### src/sfl_pkg.sv
// Constants and types for the serial flash link front end and operation timer
package sfl_pkg;
    // Core clock rate
    localparam int unsigned CLK_MHZ              = 25;

    // Times as printed, in their own units
    localparam int unsigned SELECT_TO_PENDING_NS = 100;
    localparam int unsigned PROTECT_ON_US        = 1;
    localparam int unsigned PROTECT_OFF_US       = 1;
    localparam int unsigned SLEEP_ENTRY_US       = 3;
    localparam int unsigned SLEEP_EXIT_US        = 35;
    localparam int unsigned PAGE_TRANSFER_US     = 200;
    localparam int unsigned PAGE_COMPARE_US      = 200;
    localparam int unsigned ERASE_PROG_MS        = 40;
    localparam int unsigned PROG_MS              = 6;
    localparam int unsigned PAGE_ERASE_MS        = 35;
    localparam int unsigned BLOCK_ERASE_MS       = 100;
    localparam int unsigned SECTOR_ERASE_S       = 5;
    localparam int unsigned RESET_RECOVERY_US    = 1;

    // All times round down to whole cycles, never below one
    function automatic int unsigned at_least_one(input int unsigned c);
        at_least_one = (c == 0) ? 1 : c;
    endfunction

    localparam int unsigned SELECT_TO_PENDING_CYC = at_least_one(SELECT_TO_PENDING_NS * CLK_MHZ / 1000);
    localparam int unsigned PROTECT_ON_CYC        = at_least_one(PROTECT_ON_US * CLK_MHZ);
    localparam int unsigned PROTECT_OFF_CYC       = at_least_one(PROTECT_OFF_US * CLK_MHZ);
    localparam int unsigned SLEEP_ENTRY_CYC       = at_least_one(SLEEP_ENTRY_US * CLK_MHZ);
    localparam int unsigned SLEEP_EXIT_CYC        = at_least_one(SLEEP_EXIT_US * CLK_MHZ);
    localparam int unsigned PAGE_TRANSFER_CYC     = at_least_one(PAGE_TRANSFER_US * CLK_MHZ);
    localparam int unsigned PAGE_COMPARE_CYC      = at_least_one(PAGE_COMPARE_US * CLK_MHZ);
    localparam int unsigned ERASE_PROG_CYC        = at_least_one(ERASE_PROG_MS * 1000 * CLK_MHZ);
    localparam int unsigned PROG_CYC              = at_least_one(PROG_MS * 1000 * CLK_MHZ);
    localparam int unsigned PAGE_ERASE_CYC        = at_least_one(PAGE_ERASE_MS * 1000 * CLK_MHZ);
    localparam int unsigned BLOCK_ERASE_CYC       = at_least_one(BLOCK_ERASE_MS * 1000 * CLK_MHZ);
    localparam int unsigned SECTOR_ERASE_CYC      = at_least_one(SECTOR_ERASE_S * 1000000 * CLK_MHZ);
    localparam int unsigned RESET_RECOVERY_CYC    = at_least_one(RESET_RECOVERY_US * CLK_MHZ);

    // Link framing
    localparam int unsigned BYTE_BITS   = 8;
    localparam int unsigned TIMER_W     = 27;
    // Synchroniser order {reset_pin_n, wp_n, si, sck, cs_n}; idle pin levels
    localparam logic [4:0]  SYNC_RST    = 5'h19;
    localparam logic [2:0]  BIT_LAST    = 3'h7;

    typedef enum logic [3:0] {
        SFL_OP_NONE   = 4'h0,
        SFL_OP_XFER   = 4'h1,
        SFL_OP_COMP   = 4'h2,
        SFL_OP_EPROG  = 4'h3,
        SFL_OP_PROG   = 4'h4,
        SFL_OP_PERASE = 4'h5,
        SFL_OP_BERASE = 4'h6,
        SFL_OP_SERASE = 4'h7,
        SFL_OP_SLEEP  = 4'h8,
        SFL_OP_WAKE   = 4'h9
    } sfl_op_t;

    typedef enum logic [1:0] {
        SFL_ST_IDLE    = 2'h0,
        SFL_ST_RUN     = 2'h1,
        SFL_ST_SLEEP   = 2'h2,
        SFL_ST_RECOVER = 2'h3
    } sfl_state_t;
endpackage

### src/sfl_sync.sv
// Two-stage synchroniser for pins entering the core clock domain
`timescale 1ns/10ps
module sfl_sync #(
    parameter int unsigned W       = 1,
    parameter logic [W-1:0] RST_VAL = '0
) (
    input  wire logic         core_clk,
    input  wire logic         rstn,
    input  wire logic [W-1:0] din,
    output logic      [W-1:0] dout
);
    logic [W-1:0] meta_r;

    // First stage feeds only the second stage
    always_ff @(posedge core_clk or negedge rstn) begin
        if (!rstn) begin
            meta_r <= RST_VAL;
            dout   <= RST_VAL;
        end else begin
            meta_r <= din;
            dout   <= meta_r;
        end
    end
endmodule

### src/sfl_dev.sv
// Serial flash link: bit shifting, ready/busy, protect, sleep and operation timing
`timescale 1ns/10ps
module sfl_dev
    import sfl_pkg::*;
#(
    parameter int unsigned CW         = TIMER_W,
    parameter int unsigned XFER_CYC   = PAGE_TRANSFER_CYC,
    parameter int unsigned COMP_CYC   = PAGE_COMPARE_CYC,
    parameter int unsigned EPROG_CYC  = ERASE_PROG_CYC,
    parameter int unsigned PROGR_CYC  = PROG_CYC,
    parameter int unsigned PERASE_CYC = PAGE_ERASE_CYC,
    parameter int unsigned BERASE_CYC = BLOCK_ERASE_CYC,
    parameter int unsigned SERASE_CYC = SECTOR_ERASE_CYC
) (
    input  wire logic       core_clk,
    input  wire logic       rstn,
    input  wire logic       cs_n,
    input  wire logic       sck,
    input  wire logic       si,
    input  wire logic       wp_n,
    input  wire logic       reset_pin_n,
    input  wire logic [7:0] tx_byte,
    input  wire sfl_op_t    op_arm,
    output logic            so,
    output logic            so_oe,
    output logic            ready,
    output logic [7:0]      rx_byte,
    output logic            rx_valid,
    output logic            rx_first,
    output logic            tx_take,
    output logic            protect_on,
    output logic            sleeping,
    output logic            op_done
);
    initial begin
        if (CW < 2 || CW > 31 || (longint'(SERASE_CYC) >= (64'h1 << CW))
            || (longint'(EPROG_CYC) >= (64'h1 << CW))
            || (longint'(BERASE_CYC) >= (64'h1 << CW))) begin
            $error("sfl_dev: timer width too small for the durations");
        end
    end

    logic [4:0]    pin_s;
    logic          cs_s;
    logic          sck_s;
    logic          si_s;
    logic          wp_s;
    logic          rst_s;
    logic          cs_d_r;
    logic          sck_d_r;
    logic          si_d_r;
    logic [7:0]    rx_sh_r;
    logic [7:0]    tx_sh_r;
    logic [2:0]    bit_cnt_r;
    logic [2:0]    out_cnt_r;
    logic          first_r;
    sfl_state_t    state_r;
    sfl_op_t       op_r;
    logic [CW-1:0] cnt_r;
    logic [CW-1:0] elapsed_r;

    sfl_sync #(
        .W       (5),
        .RST_VAL (SYNC_RST)
    ) u_sync (
        .core_clk (core_clk),
        .rstn     (rstn),
        .din      ({reset_pin_n, wp_n, si, sck, cs_n}),
        .dout     (pin_s)
    );

    assign cs_s  = pin_s[0];
    assign sck_s = pin_s[1];
    assign si_s  = pin_s[2];
    assign wp_s  = pin_s[3];
    assign rst_s = pin_s[4];

    // Edge detection on the synchronised link pins
    wire selected = ~cs_s & rst_s;
    wire cs_fall  = cs_d_r & ~cs_s;
    wire cs_rise  = ~cs_d_r & cs_s;
    wire sck_rise = selected & sck_s & ~sck_d_r;
    wire sck_fall = selected & ~sck_s & sck_d_r;

    // Operations that hold the ready line low
    wire arm_busy = (op_arm != SFL_OP_NONE) && (op_arm != SFL_OP_SLEEP)
                    && (op_arm != SFL_OP_WAKE);
    wire arm_go   = cs_rise && (state_r == SFL_ST_IDLE) && (op_arm != SFL_OP_NONE)
                    && (op_arm != SFL_OP_WAKE);
    wire wake_go  = cs_rise && (state_r == SFL_ST_SLEEP) && (op_arm == SFL_OP_WAKE);

    wire [CW-1:0] dur_sel =
        (op_r == SFL_OP_XFER)   ? CW'(XFER_CYC)        :
        (op_r == SFL_OP_COMP)   ? CW'(COMP_CYC)        :
        (op_r == SFL_OP_EPROG)  ? CW'(EPROG_CYC)       :
        (op_r == SFL_OP_PROG)   ? CW'(PROGR_CYC)       :
        (op_r == SFL_OP_PERASE) ? CW'(PERASE_CYC)      :
        (op_r == SFL_OP_BERASE) ? CW'(BERASE_CYC)      :
        (op_r == SFL_OP_SERASE) ? CW'(SERASE_CYC)      :
        (op_r == SFL_OP_SLEEP)  ? CW'(SLEEP_ENTRY_CYC) :
                                  CW'(SLEEP_EXIT_CYC);
    wire [CW-1:0] dur_last = dur_sel - CW'(1);
    wire          run_end  = (state_r == SFL_ST_RUN) && (cnt_r == dur_last);
    wire          rec_end  = (state_r == SFL_ST_RECOVER) && rst_s
                             && (cnt_r == CW'(RESET_RECOVERY_CYC - 1));

    // Delayed copies; si is taken one cycle late so a bit launched on
    // the same rise cannot race the sample
    always_ff @(posedge core_clk or negedge rstn) begin
        if (!rstn) begin
            cs_d_r  <= 1'b1;
            sck_d_r <= 1'b0;
            si_d_r  <= 1'b0;
        end else begin
            cs_d_r  <= cs_s;
            sck_d_r <= sck_s;
            si_d_r  <= si_s;
        end
    end

    // Receive shifter
    always_ff @(posedge core_clk or negedge rstn) begin
        if (!rstn) begin
            rx_sh_r   <= 8'h00;
            bit_cnt_r <= 3'h0;
            first_r   <= 1'b0;
            rx_byte   <= 8'h00;
            rx_valid  <= 1'b0;
            rx_first  <= 1'b0;
        end else begin
            rx_valid <= 1'b0;
            if (cs_fall) begin
                bit_cnt_r <= 3'h0;
                first_r   <= 1'b1;
            end else if (sck_rise) begin
                rx_sh_r   <= {rx_sh_r[6:0], si_d_r};
                bit_cnt_r <= bit_cnt_r + 3'h1;
                if (bit_cnt_r == BIT_LAST) begin
                    rx_byte  <= {rx_sh_r[6:0], si_d_r};
                    rx_valid <= 1'b1;
                    rx_first <= first_r;
                    first_r  <= 1'b0;
                end
            end
        end
    end

    // Transmit shifter; each fall launches the next bit for the low phase
    always_ff @(posedge core_clk or negedge rstn) begin
        if (!rstn) begin
            tx_sh_r   <= 8'h00;
            out_cnt_r <= 3'h0;
            so        <= 1'b0;
            so_oe     <= 1'b0;
            tx_take   <= 1'b0;
        end else begin
            tx_take <= 1'b0;
            so_oe   <= selected;
            if (cs_fall) begin
                tx_sh_r   <= tx_byte;
                out_cnt_r <= 3'h0;
            end else if (sck_fall) begin
                so        <= tx_sh_r[7];
                out_cnt_r <= out_cnt_r + 3'h1;
                if (out_cnt_r == BIT_LAST) begin
                    tx_sh_r <= tx_byte;
                    tx_take <= 1'b1;
                end else begin
                    tx_sh_r <= {tx_sh_r[6:0], 1'b0};
                end
            end
        end
    end

    // Protection tracks the pin well inside the allowed microsecond
    always_ff @(posedge core_clk or negedge rstn) begin
        if (!rstn) begin
            protect_on <= 1'b0;
        end else begin
            protect_on <= ~wp_s;
        end
    end

    // Operation timer and ready line
    always_ff @(posedge core_clk or negedge rstn) begin
        if (!rstn) begin
            state_r  <= SFL_ST_RECOVER;
            op_r     <= SFL_OP_NONE;
            cnt_r    <= '0;
            ready    <= 1'b0;
            sleeping <= 1'b0;
            op_done  <= 1'b0;
        end else begin
            op_done <= 1'b0;
            if (!rst_s) begin
                state_r  <= SFL_ST_RECOVER;
                cnt_r    <= '0;
                ready    <= 1'b0;
                sleeping <= 1'b0;
            end else begin
                case (state_r)
                    SFL_ST_IDLE: begin
                        if (arm_go) begin
                            state_r <= SFL_ST_RUN;
                            op_r    <= op_arm;
                            cnt_r   <= '0;
                            ready   <= ~arm_busy;
                        end
                    end
                    SFL_ST_RUN: begin
                        cnt_r <= cnt_r + CW'(1);
                        if (run_end) begin
                            op_done <= 1'b1;
                            if (op_r == SFL_OP_SLEEP) begin
                                state_r  <= SFL_ST_SLEEP;
                                sleeping <= 1'b1;
                            end else begin
                                state_r  <= SFL_ST_IDLE;
                                sleeping <= 1'b0;
                                ready    <= 1'b1;
                            end
                        end
                    end
                    SFL_ST_SLEEP: begin
                        if (wake_go) begin
                            state_r <= SFL_ST_RUN;
                            op_r    <= SFL_OP_WAKE;
                            cnt_r   <= '0;
                        end
                    end
                    SFL_ST_RECOVER: begin
                        cnt_r <= cnt_r + CW'(1);
                        if (rec_end) begin
                            state_r <= SFL_ST_IDLE;
                            ready   <= 1'b1;
                        end
                    end
                    default: begin
                        state_r <= SFL_ST_IDLE;
                    end
                endcase
            end
        end
    end

    // Length of the current timed run, watched by the checks below
    always_ff @(posedge core_clk or negedge rstn) begin
        if (!rstn) begin
            elapsed_r <= '0;
        end else if (state_r == SFL_ST_RUN) begin
            elapsed_r <= elapsed_r + CW'(1);
        end else begin
            elapsed_r <= '0;
        end
    end
endmodule

### config.mk
export PLATFORM = sky130hd
export DESIGN_NAME = sfl_dev
export DESIGN_NICKNAME = d
export VERILOG_FILES = /design/src/sfl_pkg.sv /design/src/sfl_sync.sv /design/src/sfl_dev.sv
export SDC_FILE = /design/constraint.sdc
export NUM_CORES = 1
export LEC_CHECK = 0
export CAP_MARGIN = 20
export CORE_ASPECT_RATIO = 2
export CORE_MARGIN = 8
export CORE_UTILIZATION = 55
export CTS_CLUSTER_SIZE = 8
export DETAILED_ROUTE_END_ITERATION = 6
export DONT_BUFFER_PORTS = 1
export PLACE_DENSITY = 0.71
export SLEW_MARGIN = 0
export SYNTH_ARGS = -nofsm -noshare
export SYNTH_HDL_FRONTEND = slang
export SYNTH_SLANG_ARGS = --single-unit
### constraint.sdc
create_clock -name core_clk -period 6.75 [get_ports core_clk]
set_input_delay 0.675 -clock core_clk [delete_from_list [all_inputs] [get_ports core_clk]]
set_output_delay 0.675 -clock core_clk [all_outputs]
set_load 0.01 [all_outputs]
==> reports/summary.txt <==
Post-route setup TNS - 0 ns
Share of cells above drive strength 1 - 6.85%
WL/cell - 15.9 um
Slew of the pin with the lowest slew margin - 0.898 ns
Crit path arrival time - 3.65 ns
Via count - 3,368
Yosys reg bits - 85
TritonCTS buffer count - 9
Tmin final - 3.38 ns
# port buffers - 0
Area delta synth->final - 8.25%
Final number of hold-violating endpoints - 0
Seq/Total Area, Yosys - 49.3%
Clk slew on worst S/H paths - 0.07 ns
Reg-to-Reg End - state_r[1]$_DFFE_PN1P_
Row count - 46
Syn avg cell area - 9.19 um^2
Final Skew - 0.00849 ns
Boundary pin count - 36
Slowest CP cell - dfrtp_1
Mapped Area - 4340 um^2
Clk Latency, worst-skew pair - 0.35 ns
FF-to-FF Start - op_r[0]$_DFFE_PN0P_
Hold/Removal Path Class - primary input to async pin
Pin count of the biggest net entering global routing - 86
CTS tree - built
Sw frac - 29.3%
Crit. End Element - flop
Int Power - 924 uW
Final setup vio count - 0
DR vias/cell - 5.98
PwrDens - 278 nW/um^2
Crit. Startpoint - op_r[0]$_DFFE_PN0P_
Worst Setup EP - state_r[1]$_DFFE_PN1P_
Final nets - 488
R2R Setup Slk - 3.37 ns
Clk buf depth - 2
Crit Path Max Fanout - 26
Post-synthesis instance total - 472
RSZ-0062 raised after global routing - false
Max IR drop VDD - 0.000253 V
Yosys warnings - 0
Congestion Overflow GR - 0
Root buf cell - clkbuf_16
Routed Antenna Nets - 0
Leakage - 2.11 nW
Initial antenna violation count - 0
Cell Count, Final, Fillers Out - 563
Gpl congestion - 0.879
Kind of critical path - flop to flop
CTS sink cnt - 85
Ys flop type - dfrtp_1
Final Cycle Share - 50.1%
Crit-path cells - nand2_1, a21oi_1, ha_1, xnor2_1, a2111oi_0, nand4_1, a2111o_1, nor4_4, o22ai_2, mux2_4
Synth unique cells - 64
Most common cell after layout, fill and taps aside - nand2_1
# fillers - 653
Slew margin rel. - 39.8%
Combinational share of power - 12.9%
Post-CTS Setup Bufs - 0
Reg2reg path depth - 10
Final Slew Violations - 0
Final core occ - 60.4%
First-pass GRT wire length - 15,600 um
DP Wirelength - 6200 um
Highest Clock Rate - 0.296 GHz
CP Data Required Time - 7.03 ns
Sw power - 383 uW
Core Box Area - 7770 um^2
N_diodes - 0
Tot GR Track Use - 17.5%
Full die area - 11,200 um^2
Outcome - complete, no violations
Routed WL - 8930 um
Inst Count DP - 546
Synth async-reset ratio - 100%
Number of synthesized flops with an enable pin - 0
Starting Density - 55.8%
Max cap viols - 0
DR pass1 iterations - 4
Clock network fraction of total power - 39.8%
# DRC - 0
Syn nets - 498
Flop pwr share - 47.3%
Vias in the first global route - 3,210
H-tree depth - 3
Crit start category - flop
Detailed Route Iter0 Violations - 270
Most frequent cells in the layout - nand2_1, dfrtp_1, nor2_1
Max incr delay on CP - 0.78 ns
Die width - 78.8 um
Die Y - 142 um
[cells in the mapped netlist (all sizes together) (5+ instances only)]
master	number	share of area (%)
o21ai	39	4.5
a31oi	5	0.72
mux2i	8	1.8
clkbuf	16	1.4
nand2b	12	1.7
xnor2	6	1.2
or3	6	0.87
dfstp	9	5.5
nand3	14	1.6
nor3	6	0.81
ha	7	2.0
a21oi	24	2.8
and3	9	1.3
xor2	10	2.0
nor2b	8	1.2
inv	11	0.95
nor2	47	4.1
dfrtp	76	44
buf	7	0.84
nor4	6	1.2
nand4	6	0.87
nand2	78	6.7
[power by group through the flow]
stage                     logic [mW]  clock network, mW  registers, mW
after global placement         0.166                  0          0.624
final                          0.169              0.520          0.618
after global routing           0.195              0.550          0.628
after detailed placement       0.168                  0          0.627
after floorplan                0.180                  0          0.580
after CTS                      0.170              0.530          0.618
[layer usage]
layer  global-route usage (%)  part of all wire [%]  vias to the layer above  wire (um)
li1                         -                     -                     1643          -
met1                     22.8                    45                     1643       3990
met2                     26.4                    48                       70       4260
met3                     4.18                   5.6                       12        501
met4                     8.36                   1.9                        0        171
met5                        0                     0                        -          0
[final cells by class]
class / count / area (um^2) / area share (%)
Multi-Input combinational cell: 353 / 2060 / 43.9
Timing Repair Buffer: 2 / 17.5 / 0.373
Sequential cell: 85 / 2140 / 45.5
Tap cell: 96 / 120 / 2.56
Clock inverter: 7 / 91.3 / 1.95
Clock buffer: 9 / 225 / 4.80
Inverter: 11 / 41.3 / 0.879
[worst min-delay path by stage]
stage                                           from  slack, ns  cells past startpoint                       end
after detailed placement    u_sync.dout[2]$_DFF_PN0_       0.34                      0          si_d_r$_DFF_PN0_
after CTS                                       rstn      0.005                      0      protect_on$_DFF_PN0_
final                                           rstn       0.01                      0    rx_byte[2]$_DFFE_PN0P_
after floorplan             u_sync.dout[2]$_DFF_PN0_       0.33                      0          si_d_r$_DFF_PN0_
after global placement    u_sync.meta_r[2]$_DFF_PN0_       0.33                      0  u_sync.dout[2]$_DFF_PN0_
after global routing                            rstn    0.00006                      0    rx_byte[2]$_DFFE_PN0P_
[worst max-delay path, delay by kind of cell, from the launching register on]
kind	cells	cell delay, ns
flip-flops	1	0.78
XOR/XNOR	1	0.12
multiplexers	1	0.31
AND/OR/NAND/NOR	3	0.71
adder cells (fa/ha/maj)	1	0.27
AO/OA/AOI/OAI	4	1.14
[logic make-up (layout without fill, tap and decap cells)]
family | Yosys count | count (layout) | synth area share, %
DFF | 85 | 85 | 49.3
AOI/OAI and AO/OA | 104 | 104 | 15.0
buffers and inverters | 34 | 29 | 3.17
xor gates and xnor gates | 16 | 16 | 3.23
and+or+nand+nor | 215 | 215 | 24.5
adders and majority gates | 7 | 7 | 2.02
muxes | 11 | 11 | 2.71
[through the flow]
stage	instance area (um^2)	power, mW	hold slack [ns]	worst slack [ns]
finish	4700	1.31	0.0140	3.37
global placement	4370	0.790	0.332	3.52
global route	4700	1.37	0.0000631	3.06
floorplan	4340	0.761	0.331	3.80
detailed placement	4370	0.796	0.337	3.43
CTS	4690	1.32	0.00516	3.43
[flip-flops by register name (all words and copies together), names as in the netlist, 2 cells and up]
name and flops:
cnt_r 27, rx_byte 8, tx_sh_r 8, rx_sh_r 7, u_sync.dout 5, u_sync.meta_r 5, op_r 4, bit_cnt_r 3
out_cnt_r 3, state_r 2
[repair_timing]
item / in CTS / in global routing
hold buffers: 0 / 1
endpoints found under the hold margin: 0 / 4
resized for setup: 0 / 0
Note: power is estimated with default switching activity, not from simulation.
